[src/shared/flash_prog_params.svh]
`ifndef FLASH_PROG_PARAMS_SVH
`define FLASH_PROG_PARAMS_SVH

// phase codes carried on the 4-bit phase field
`define PHASE_COMMAND     4'h0
`define PHASE_ADDR_BYTE0  4'h1
`define PHASE_ADDR_BYTE1  4'h2
`define PHASE_ADDR_BYTE2  4'h3
`define PHASE_ADDR_BYTE3  4'h4
`define PHASE_DATA        4'h5

// command opcodes (arbitrary encodings)
`define OP_PAGE_WRITE     16'h0001
`define OP_PAGE_WRITE_LK  16'h0002
`define OP_ERASE_WRITE    16'h0003
`define OP_ERASE_WRITE_LK 16'h0004
`define OP_FULL_ERASE     16'h0005
`define OP_SET_LOCK       16'h0006
`define OP_CLEAR_LOCK     16'h0007
`define OP_GET_LOCK       16'h0008
`define OP_SET_FUSE       16'h0009
`define OP_CLEAR_FUSE     16'h000a
`define OP_GET_FUSE       16'h000b
`define OP_SET_SECURITY   16'h000c
`define OP_SELECT_CTRL    16'h000d
`define OP_MEMORY_WRITE   16'h000e
`define OP_GET_VERSION    16'h000f

// version identifier, value is arbitrary
`define PROG_VERSION      16'h0100

`define CTRL_RESET        1'b0
`define ADDR_STEP         32'h0000_0004
`define ADDR_RESET        32'h0000_0000
`define DATA_ZERO         16'h0000

`endif

[src/shared/flash_prog_pkg.sv]
package flash_prog_pkg;

  typedef struct packed
  {
    logic        valid;
    logic [3:0]  phase;
    logic [15:0] data;
  } prog_word_s;

  typedef struct packed
  {
    logic        valid;
    logic        sel;
    logic [15:0] opcode;
    logic [15:0] data;
  } ctrl_cmd_s;

  typedef struct packed
  {
    logic        valid;
    logic [31:0] addr;
    logic [15:0] data;
  } mem_write_s;

  typedef enum logic [1:0]
  {
    ST_IDLE,
    ST_SELECT,
    ST_MEMWRITE,
    ST_VERSION
  } cmd_state_e;

endpackage

[src/verilog/flash_prog_cmd_ext.sv]
`timescale 1ns/1ps
`include "flash_prog_params.svh"
// Function
// - page write, erase, lock and fuse commands go to the selected controller.
// - after reset the first flash controller is selected.
// - select command then one data word; 0 picks first, 1 second.
// - memory write reaches any address using a 32-bit target address.
// - chained data words stored, address advancing after each word.
// - get-version followed by one data transfer returning the version.
// - serial variant carries traffic through the test access port.
// - run from RC oscillator when main clock grounded, else 32 kHz-50 MHz.
module flash_prog_cmd_ext
(
  input  wire logic                     clk_in,
  input  wire logic                     rst_in,
  input  wire flash_prog_pkg::prog_word_s par_word_in,
  input  wire flash_prog_pkg::prog_word_s jtag_word_in,
  input  wire logic                     test_select_in,
  input  wire logic                     prog_enable_in_a,
  input  wire logic                     prog_enable_in_b,
  input  wire logic                     main_clock_present_in,
  output flash_prog_pkg::ctrl_cmd_s     ctrl_cmd_out,
  output flash_prog_pkg::mem_write_s    mem_write_out,
  output logic                          rd_valid_out,
  output logic [15:0]                   rd_data_out,
  output logic                          serial_mode_out,
  output logic                          use_rc_osc_out
);
  import flash_prog_pkg::*;

  logic [2:0]  pins_meta;
  logic [2:0]  pins_sync;
  logic [1:0]  clk_meta;
  logic        serial_mode;
  prog_word_s  word;
  cmd_state_e  state;
  logic        ctrl_sel;
  logic [31:0] addr;

  // pins are asynchronous; two stages before use
  always_ff @(posedge clk_in)
  begin
    if (rst_in)
    begin
      pins_meta <= '0;
      pins_sync <= '0;
      clk_meta  <= '0;
    end
    else
    begin
      pins_meta <= {test_select_in, prog_enable_in_a, prog_enable_in_b};
      pins_sync <= pins_meta;
      clk_meta  <= {clk_meta[0], main_clock_present_in};
    end
  end

  assign serial_mode = &pins_sync;
  assign serial_mode_out = serial_mode;
  // grounded main clock leaves the device on the rc oscillator
  assign use_rc_osc_out = ~clk_meta[1];

  // serial variant takes its words from the tap side
  assign word = serial_mode ? jtag_word_in : par_word_in;

  function automatic logic is_ctrl_op(input logic [15:0] op);
    is_ctrl_op = (op == `OP_PAGE_WRITE) || (op == `OP_PAGE_WRITE_LK) ||
                 (op == `OP_ERASE_WRITE) || (op == `OP_ERASE_WRITE_LK) ||
                 (op == `OP_FULL_ERASE) || (op == `OP_SET_LOCK) ||
                 (op == `OP_CLEAR_LOCK) || (op == `OP_GET_LOCK) ||
                 (op == `OP_SET_FUSE) || (op == `OP_CLEAR_FUSE) ||
                 (op == `OP_GET_FUSE) || (op == `OP_SET_SECURITY);
  endfunction

  function automatic logic is_phase(input prog_word_s w, input logic [3:0] p);
    is_phase = w.valid && (w.phase == p);
  endfunction

  always_ff @(posedge clk_in)
  begin
    if (rst_in)
      state <= ST_IDLE;
    else if (is_phase(word, `PHASE_COMMAND))
    begin
      unique case (word.data)
        `OP_SELECT_CTRL:  state <= ST_SELECT;
        `OP_MEMORY_WRITE: state <= ST_MEMWRITE;
        `OP_GET_VERSION:  state <= ST_VERSION;
        default:          state <= ST_IDLE;
      endcase
    end
    else if (is_phase(word, `PHASE_DATA) && (state != ST_MEMWRITE))
      state <= ST_IDLE;
  end

  // selection only changes on a select data word
  always_ff @(posedge clk_in)
  begin
    if (rst_in)
      ctrl_sel <= `CTRL_RESET;
    else if ((state == ST_SELECT) && is_phase(word, `PHASE_DATA))
      ctrl_sel <= word.data[0];
  end

  // bytes may be resent mid-stream to redirect writes
  always_ff @(posedge clk_in)
  begin
    if (rst_in)
      addr <= `ADDR_RESET;
    else if ((state == ST_MEMWRITE) && word.valid)
    begin
      unique case (word.phase)
        `PHASE_ADDR_BYTE0: addr[7:0]   <= word.data[7:0];
        `PHASE_ADDR_BYTE1: addr[15:8]  <= word.data[7:0];
        `PHASE_ADDR_BYTE2: addr[23:16] <= word.data[7:0];
        `PHASE_ADDR_BYTE3: addr[31:24] <= word.data[7:0];
        `PHASE_DATA:       addr <= addr + `ADDR_STEP;
        default:           addr <= addr;
      endcase
    end
  end

  always_ff @(posedge clk_in)
  begin
    if (rst_in)
      mem_write_out <= '0;
    else
    begin
      mem_write_out.valid <= (state == ST_MEMWRITE) && is_phase(word, `PHASE_DATA);
      mem_write_out.addr  <= addr;
      mem_write_out.data  <= word.data;
    end
  end

  // controller ops forwarded as opcode then argument, tagged with selection
  logic [15:0] pending_op;
  always_ff @(posedge clk_in)
  begin
    if (rst_in)
    begin
      pending_op   <= `DATA_ZERO;
      ctrl_cmd_out <= '0;
    end
    else
    begin
      if (is_phase(word, `PHASE_COMMAND))
        pending_op <= word.data;
      // one argument per command; a stray data word must not replay the op
      else if (is_phase(word, `PHASE_DATA))
        pending_op <= `DATA_ZERO;
      ctrl_cmd_out.valid  <= is_phase(word, `PHASE_COMMAND) && is_ctrl_op(word.data);
      ctrl_cmd_out.sel    <= ctrl_sel;
      ctrl_cmd_out.opcode <= word.data;
      ctrl_cmd_out.data   <= `DATA_ZERO;
      if ((state == ST_IDLE) && is_phase(word, `PHASE_DATA) && is_ctrl_op(pending_op))
      begin
        ctrl_cmd_out.valid  <= 1'b1;
        ctrl_cmd_out.opcode <= pending_op;
        ctrl_cmd_out.data   <= word.data;
      end
    end
  end

  always_ff @(posedge clk_in)
  begin
    if (rst_in)
    begin
      rd_valid_out <= 1'b0;
      rd_data_out  <= `DATA_ZERO;
    end
    else
    begin
      rd_valid_out <= (state == ST_VERSION) && is_phase(word, `PHASE_DATA);
      rd_data_out  <= `PROG_VERSION;
    end
  end

  property p_reset_sel;
    @(posedge clk_in) $fell(rst_in) |-> ctrl_sel == `CTRL_RESET;
  endproperty
  a_reset_sel: assert property (p_reset_sel) else $error("selection not zero after reset");

  property p_select;
    @(posedge clk_in) disable iff (rst_in)
      (state == ST_SELECT) && is_phase(word, `PHASE_DATA) |=> ctrl_sel == $past(word.data[0]);
  endproperty
  a_select: assert property (p_select) else $error("selection not taken from data");

  property p_hold;
    @(posedge clk_in) disable iff (rst_in)
      !((state == ST_SELECT) && is_phase(word, `PHASE_DATA)) |=> $stable(ctrl_sel);
  endproperty
  a_hold: assert property (p_hold) else $error("selection changed without command");

  property p_route;
    @(posedge clk_in) disable iff (rst_in)
      is_phase(word, `PHASE_COMMAND) && is_ctrl_op(word.data) |=> ctrl_cmd_out.valid
        && ctrl_cmd_out.sel == $past(ctrl_sel);
  endproperty
  a_route: assert property (p_route) else $error("controller op misrouted");

  property p_incr;
    @(posedge clk_in) disable iff (rst_in)
      (state == ST_MEMWRITE) && is_phase(word, `PHASE_DATA) |=> addr == $past(addr) + `ADDR_STEP;
  endproperty
  a_incr: assert property (p_incr) else $error("address did not advance");

  property p_store;
    @(posedge clk_in) disable iff (rst_in)
      (state == ST_MEMWRITE) && is_phase(word, `PHASE_DATA) |=> mem_write_out.valid
        && mem_write_out.addr == $past(addr);
  endproperty
  a_store: assert property (p_store) else $error("write not issued at address");

  property p_version;
    @(posedge clk_in) disable iff (rst_in)
      (state == ST_VERSION) && is_phase(word, `PHASE_DATA) |=> rd_valid_out
        && rd_data_out == `PROG_VERSION;
  endproperty
  a_version: assert property (p_version) else $error("version not returned");

  property p_serial;
    @(posedge clk_in) disable iff (rst_in)
      serial_mode && !jtag_word_in.valid |=> !ctrl_cmd_out.valid && !mem_write_out.valid
        && !rd_valid_out;
  endproperty
  a_serial: assert property (p_serial) else $error("stray output in serial mode");

  property p_osc;
    @(posedge clk_in) disable iff (rst_in)
      !main_clock_present_in [*3] |-> use_rc_osc_out;
  endproperty
  a_osc: assert property (p_osc) else $error("rc oscillator not used");

endmodule

[config.mk]
export PLATFORM = sky130hd
export DESIGN_NAME = flash_prog_cmd_ext
export DESIGN_NICKNAME = d
export VERILOG_FILES = /design/src/shared/flash_prog_pkg.sv /design/src/verilog/flash_prog_cmd_ext.sv
export VERILOG_INCLUDE_DIRS = /design/src /design/src/shared
export SDC_FILE = /design/constraint.sdc
export NUM_CORES = 1
export LEC_CHECK = 0
export BUFFER_PORTS_ARGS = -buffer_cell sky130_fd_sc_hd__buf_2
export CELL_PAD_IN_SITES_DETAIL_PLACEMENT = 0
export CELL_PAD_IN_SITES_GLOBAL_PLACEMENT = 1
export CORE_ASPECT_RATIO = 1.4
export CORE_UTILIZATION = 25
export CTS_CLUSTER_SIZE = 40
export DETAILED_ROUTE_END_ITERATION = 7
export GPL_TIMING_DRIVEN = 0
export HOLD_SLACK_MARGIN = 0.12
export MAX_ROUTING_LAYER = met4
export PLACE_DENSITY = 0.58
export SLEW_MARGIN = 5
export SYNTH_ARGS = -nofsm -noshare
export SYNTH_HDL_FRONTEND = slang
export SYNTH_SLANG_ARGS = --single-unit
export TNS_END_PERCENT = 1
[constraint.sdc]
create_clock -name clk_in -period 2.3 [get_ports clk_in]
set_input_delay 0.23 -clock clk_in [delete_from_list [all_inputs] [get_ports clk_in]]
set_output_delay 0.23 -clock clk_in [all_outputs]
set_load 0.02 [all_outputs]
==> metrics, run 1 <==
outcome=finished, violations left; failing checks=negative setup slack; Post-Route Utilization=33.77%; final worst path period share=100.3%; initial core utilization=25.40%; Layout area overhead=32.94%; cts bufs inserted=17; fin worst setup slack=-0.007001 ns; crit path DAT=2.64 ns; RSZ-0062 raised after global routing=yes; Initial DRT Pass Iterations=5; number of global-route vias before repair=5124; total track usage=17.74%; clock sink total=144; EDFF count, synth=0; critical path class=flop to flop; Filler Cell Count=2412; initial antenna violation count=0; Mapped Avg Cell Area=9.211 um^2; most frequent cells in the layout=dfxtp_1 (142), buf_2 (137), nand2_1 (54); largest net degree at the start of global routing=17; Chip Height=180.7 um; Ports=150; Startpoint Class=flop; first-pass GRT wire length=29720 um; Skew-Pair Late Insertion Delay=0.43 ns; cell area after layout=0.007580 mm^2; ANT nets after route=0; Post-Syn Area=0.005702 mm^2; WL per Instance=17.71 um; layout cell share with drive strength beyond 1=28.11%; post-synth cell types=62; WP data required=2.63 ns; #FFs+latches synth=144; Max Root-Sink Buffers=2; register area share after synthesis=50.56%; number of port buffers=133; initial DRC count=356; Final setup viols=1; YS warnings=0; Worst Tran Pin Value=0.9781 ns; CP Capture Type=flop; area of the core=0.02245 mm^2; Min Clock Period, post-route=2.307 ns; Gate Count Post-Synth=619; dpl cell area=0.006797 mm^2; # rows=65; most common cell after layout, fill and taps aside=dfxtp_1; CTS tree=built; final-report hold violation count=0; Clock transition at path regs=0.06 ns; maxcap violations=0; diode count=0; H-Tree Level Count=4; Max VDD drop=0.0004929 V; gpl congestion=0.8312; setup slack at placement=-0.3544 ns; DR vias=5172; Max-slew headroom=32.93%; crit path max fanout=10; max-slew violations=0; WL final=19570 um; CTS root buffer=clkbuf_16; pwr dens=773.4 mW/mm^2; global route overflow=0; Die ar.=0.02342 mm^2; drc violations=0; type of the most critical hold path=primary input to flop; Fmax achieved=433.5 MHz; Leakage Power=3.191 nW; fin nets=841; Most used DFF post-synth=dfxtp_1; Post-synth ARST share=0%; Worst Skew=0.008903 ns; post-DP HPWL=14790 um; vias per inst=4.681; die width=129.6 um
metrics by stage:
stage / total power, mW / hold WS, ns / TNS [ns] / instances
finish: 5.863 / 0.1433 / -0.007001 / 1105
global route: 6.076 / 0.1336 / -1.832 / 1105
CTS: 5.931 / 0.1221 / -0.06708 / 1104
global placement: 2.995 / 0.4225 / -7.462 / 1067
floorplan: 2.820 / 0.3542 / 0 / 633
detailed placement: 2.994 / 0.4302 / -6.796 / 1067
synthesized netlist by cell type (9+ instances only):
cell	count	share of area, %
nand2_1	54	3.6
nor4_1	18	2.0
nor3_1	27	2.4
o21ai_0	24	2.1
and2_1	16	1.8
nor2b_1	41	4.5
mux2i_1	11	1.9
nand3_1	17	1.5
a21oi_1	40	3.5
dfxtp_1	144	51
nand4_1	12	1.3
a211oi_1	13	1.7
clkbuf_1	22	1.4
inv_1	9	0.59
nor2_1	42	2.8
a22o_1	14	2.2
buf_4	15	2.0
layout make-up:
class,count,area (um^2),area share (%)
flip-flops and latches,144,2885,38.07
multi-input cells,432,2674,35.28
repair buffers,140,730.7,9.640
clock buffers,18,429.2,5.662
well taps,301,376.6,4.969
plain buffers,47,256.5,3.384
clock inverters,13,187.7,2.476
inverters,10,40.04,0.5282
per-layer routing:
layer  up-vias  wire length (um)  track usage [%]
met5         -                 0                -
met4         0               562            7.953
met3        37               736            3.435
met2       163             10380            31.17
met1      2428              7898            18.95
li1       2544                 -                -
path summary, 6_finish.rpt:
check                         from                end  slack, ns  cells after the start
hold / removal    jtag_word_in[16]  mem_write_out[48]       0.14                      3
setup / recovery      pins_sync[2]   ctrl_cmd_out[17]     -0.007                      7
hold reg to reg       pins_meta[2]       pins_sync[2]       0.44                      1
setup reg to reg      pins_sync[2]   ctrl_cmd_out[17]     -0.007                      7
flip-flops by register name (all words and copies together) (netlist names):
name and flops:
ctrl_cmd_out 34, state 2, ctrl_sel 1, rd_valid_out 1
pending_op 16, rd_data_out 1, pins_sync 3, mem_write_out 49
addr 32, pins_meta 3, clk_meta 2
power breakdown:
part           leakage (nW)  switching [mW]  internal [mW]
Sequential             1.17          0.0116           2.54
Combinational          1.73           0.268          0.134
Clock                 0.293            1.10           1.81
Total                  3.19            1.38           4.48
cell families after synthesis:
| kind of cell | Yosys count | synth area share, % |
|---|---|---|
| and+or+nand+nor | 262 | 24.67 |
| DFF | 144 | 50.56 |
| AOI/OAI and AO/OA | 138 | 16.68 |
| buffers and inverters | 57 | 4.981 |
| muxes | 14 | 2.524 |
| xor gates and xnor gates | 2 | 0.3073 |
| adders and majority gates | 1 | 0.2194 |
| other | 1 | 0.06577 |
critical path: stages, from the launching register on:
cell	delay [ns]
dfxtp_1	0.33
nand3_4	0.21
inv_4	0.08
or4b_1	0.49
buf_2	0.18
a2111o_1	0.49
buf_6	0.20
a211oi_2	0.24
timing repair:
action | 4_1_cts | 5_1_grt
setup endpoints to repair | 47 | 60
hold buffers | 5 | 0
buffers inserted | 1 | 1
resized for setup | 14 | 16
endpoints found under the hold margin | 5 | 0
(Power assumes the default switching activity.)
==> run 2: changes to the inputs <==
- SETUP_SLACK_MARGIN: unset -> 0.02
==> run 2 against run 1 <==
Critical path depth is the same. Total power is essentially flat. Global-route usage is essentially flat. Maximum frequency grew 1.7%. Via count grew 1.0%. Largest power group unchanged. Worst setup slack gained 0.039 ns. Cell area grew 0.18%. The flow now finishes without violations. Wire length grew 0.39%. Flip-flop and latch count is the same. First-iteration DRC count grew 3.9%. Final cell count is essentially flat.
==> metrics, run 2 (synthesized netlist as in run 1, its figures left out) <==
outcome=finished, final reports clean; WL per Instance=17.80 um (+0.48%); WL final=19650 um (+0.39%); maxcap violations=0 (unchanged); crit path DAT=2.60 ns (-0.04 ns); Psw=1.381 mW (+0.10%); Tot Pwr=5.865 mW (about the same); dpl cell area=0.006797 mm^2 (unchanged); total track usage=17.73% (about the same); CTS root buffer=clkbuf_16; Final setup viols=0 (-1); HP Start=par_word_in[14]; initial DRC count=370 (+3.9%); Post-Route Utilization=33.83% (+0.061 points); max FFs per register=49 (unchanged); area of the core=0.02245 mm^2 (unchanged); Sw Share=23.55% (about the same); Layout area overhead=33.18%; Die ar.=0.02342 mm^2 (unchanged); Min Clock Period, post-route=2.268 ns (-0.03915 ns); post-DP HPWL=14790 um (unchanged); hold path cells=3 (unchanged); Chip Height=180.7 um (unchanged); combinational fraction of design power=6.9% (about the same); diode count=0 (unchanged); layout cell share with drive strength beyond 1=28.39% (+0.28 points); Leakage Power=3.194 nW (about the same); Worst Skew=0.009446 ns (+0.0005430 ns); Startpoint Class=flop; Reg2Reg Setup Slack=0.03 ns (+0.04 ns); power share of the sequential group=43.4% (about the same); fin nets=840 (-0.12%); vias per inst=4.732 (+1.1%); most frequent cells in the layout=dfxtp_1 (140), buf_2 (135), nand2_1 (54); RSZ-0062 raised after global routing=yes; Fmax achieved=440.9 MHz (+1.7%); Worst Tran Pin Value=0.9850 ns (+0.006927 ns); Clock transition at path regs=0.06 ns (about the same); Ports=150 (unchanged); largest registers=mem_write_out (49), ctrl_cmd_out (34), addr (32); CTS tree=built; H-Tree Level Count=4 (unchanged); cts bufs inserted=17 (unchanged); Worst R2R Start=pins_sync[2]; clock sink total=144 (unchanged); cell count after placement=1067 (unchanged); DR vias=5224 (+1.0%); critical path class=flop to flop; first-pass GRT wire length=29700 um (about the same); initial core utilization=25.40% (unchanged); type of the most critical hold path=primary input to flop; Reg2Reg Depth=7 (unchanged); reg2reg end=ctrl_cmd_out[17]; Clk pwr share=49.7% (about the same); Int Pwr=4.484 mW (about the same); cell area after layout=0.007594 mm^2 (+0.18%); pwr dens=772.3 mW/mm^2 (-0.14%); number of global-route vias before repair=5126 (+0.039%); global route overflow=0 (unchanged); initial antenna violation count=0 (unchanged); drc violations=0 (unchanged); final setup TNS=0 ns (+0.007001 ns); setup slack at placement=-0.3544 ns (unchanged); Final Non-Filler Cells=1104 (-0.090%); most common cell after layout, fill and taps aside=dfxtp_1; Skew-Pair Late Insertion Delay=0.43 ns (about the same); fin worst setup slack=0.03215 ns (+0.03915 ns); number of port buffers=133 (unchanged); hold slack=0.1475 ns (+0.004205 ns); # rows=65 (unchanged); gpl congestion=0.8312 (unchanged); max-slew violations=0 (unchanged); largest net degree at the start of global routing=17 (unchanged); crit path max fanout=10 (unchanged); CP Capture Type=flop; WP data required=2.63 ns (about the same); Max-slew headroom=32.45% (-0.48 points); final-report hold violation count=0 (unchanged); die width=129.6 um (unchanged); Initial DRT Pass Iterations=5 (unchanged); Top reg by flops=mem_write_out; hold path endpoint=mem_write_out[14]; ANT nets after route=0 (unchanged); Max VDD drop=0.0004949 V (+0.42%); Max Root-Sink Buffers=2 (unchanged); final worst path period share=98.60% (-1.7 points)
run 2: area by class of cell:
type,count,area [um^2]
fillers,2410,14850
flip-flops and latches,144,2888
multi-input cells,432,2681
repair buffers,139,723.2
clock buffers,18,429.2
well taps,301,376.6
plain buffers,47,265.3
clock inverters,13,187.7
inverters,10,42.54
run 2: metal layers:
metal	track usage (%)	vias up	routed length (um)
li1	-	2543	-
met2	31.17	163	10370
met3	3.435	40	706
met1	18.93	2478	7984
met4	7.953	0	592
met5	-	-	0
run 2: power groups by stage:
stage / Combinational, mW / Clock [mW] / Sequential (mW)
after floorplan: 0.177 / 0 / 2.64
after global placement: 0.392 / 0 / 2.60
after detailed placement: 0.391 / 0 / 2.60
after CTS: 0.404 / 2.98 / 2.55
after global routing: 0.435 / 3.09 / 2.55
final: 0.404 / 2.91 / 2.55
run 2: timing repair:
item | 4_1_cts | 5_1_grt
hold buffers | 5 | 0
pin swaps | 0 | 2
endpoints found under the hold margin | 5 | 0
resized for setup | 21 | 17
setup endpoints to repair | 52 | 57
buffers inserted | 1 | 0
run 2: critical path: stages, from the launching register on:
cell and delay, ns:
dfxtp_2 0.33, nand3_4 0.21, inv_6 0.07, or4b_4 0.51, buf_6 0.15, a2111o_1 0.47, buf_6 0.19, a211oi_2 0.24
run 2: worst max-delay path by stage:
stage | startpoint | endpoint | depth (start not counted)
3_5_place_dp | pins_sync[2] | addr[28] | 6
2_1_floorplan | pins_sync[2] | ctrl_cmd_out[31] | 7
6_report | pins_sync[2] | ctrl_cmd_out[17] | 7
5_1_grt | addr[2] | addr[24] | 6
3_3_place_gp | pins_sync[2] | addr[28] | 6
4_1_cts | pins_sync[2] | ctrl_cmd_out[17] | 7
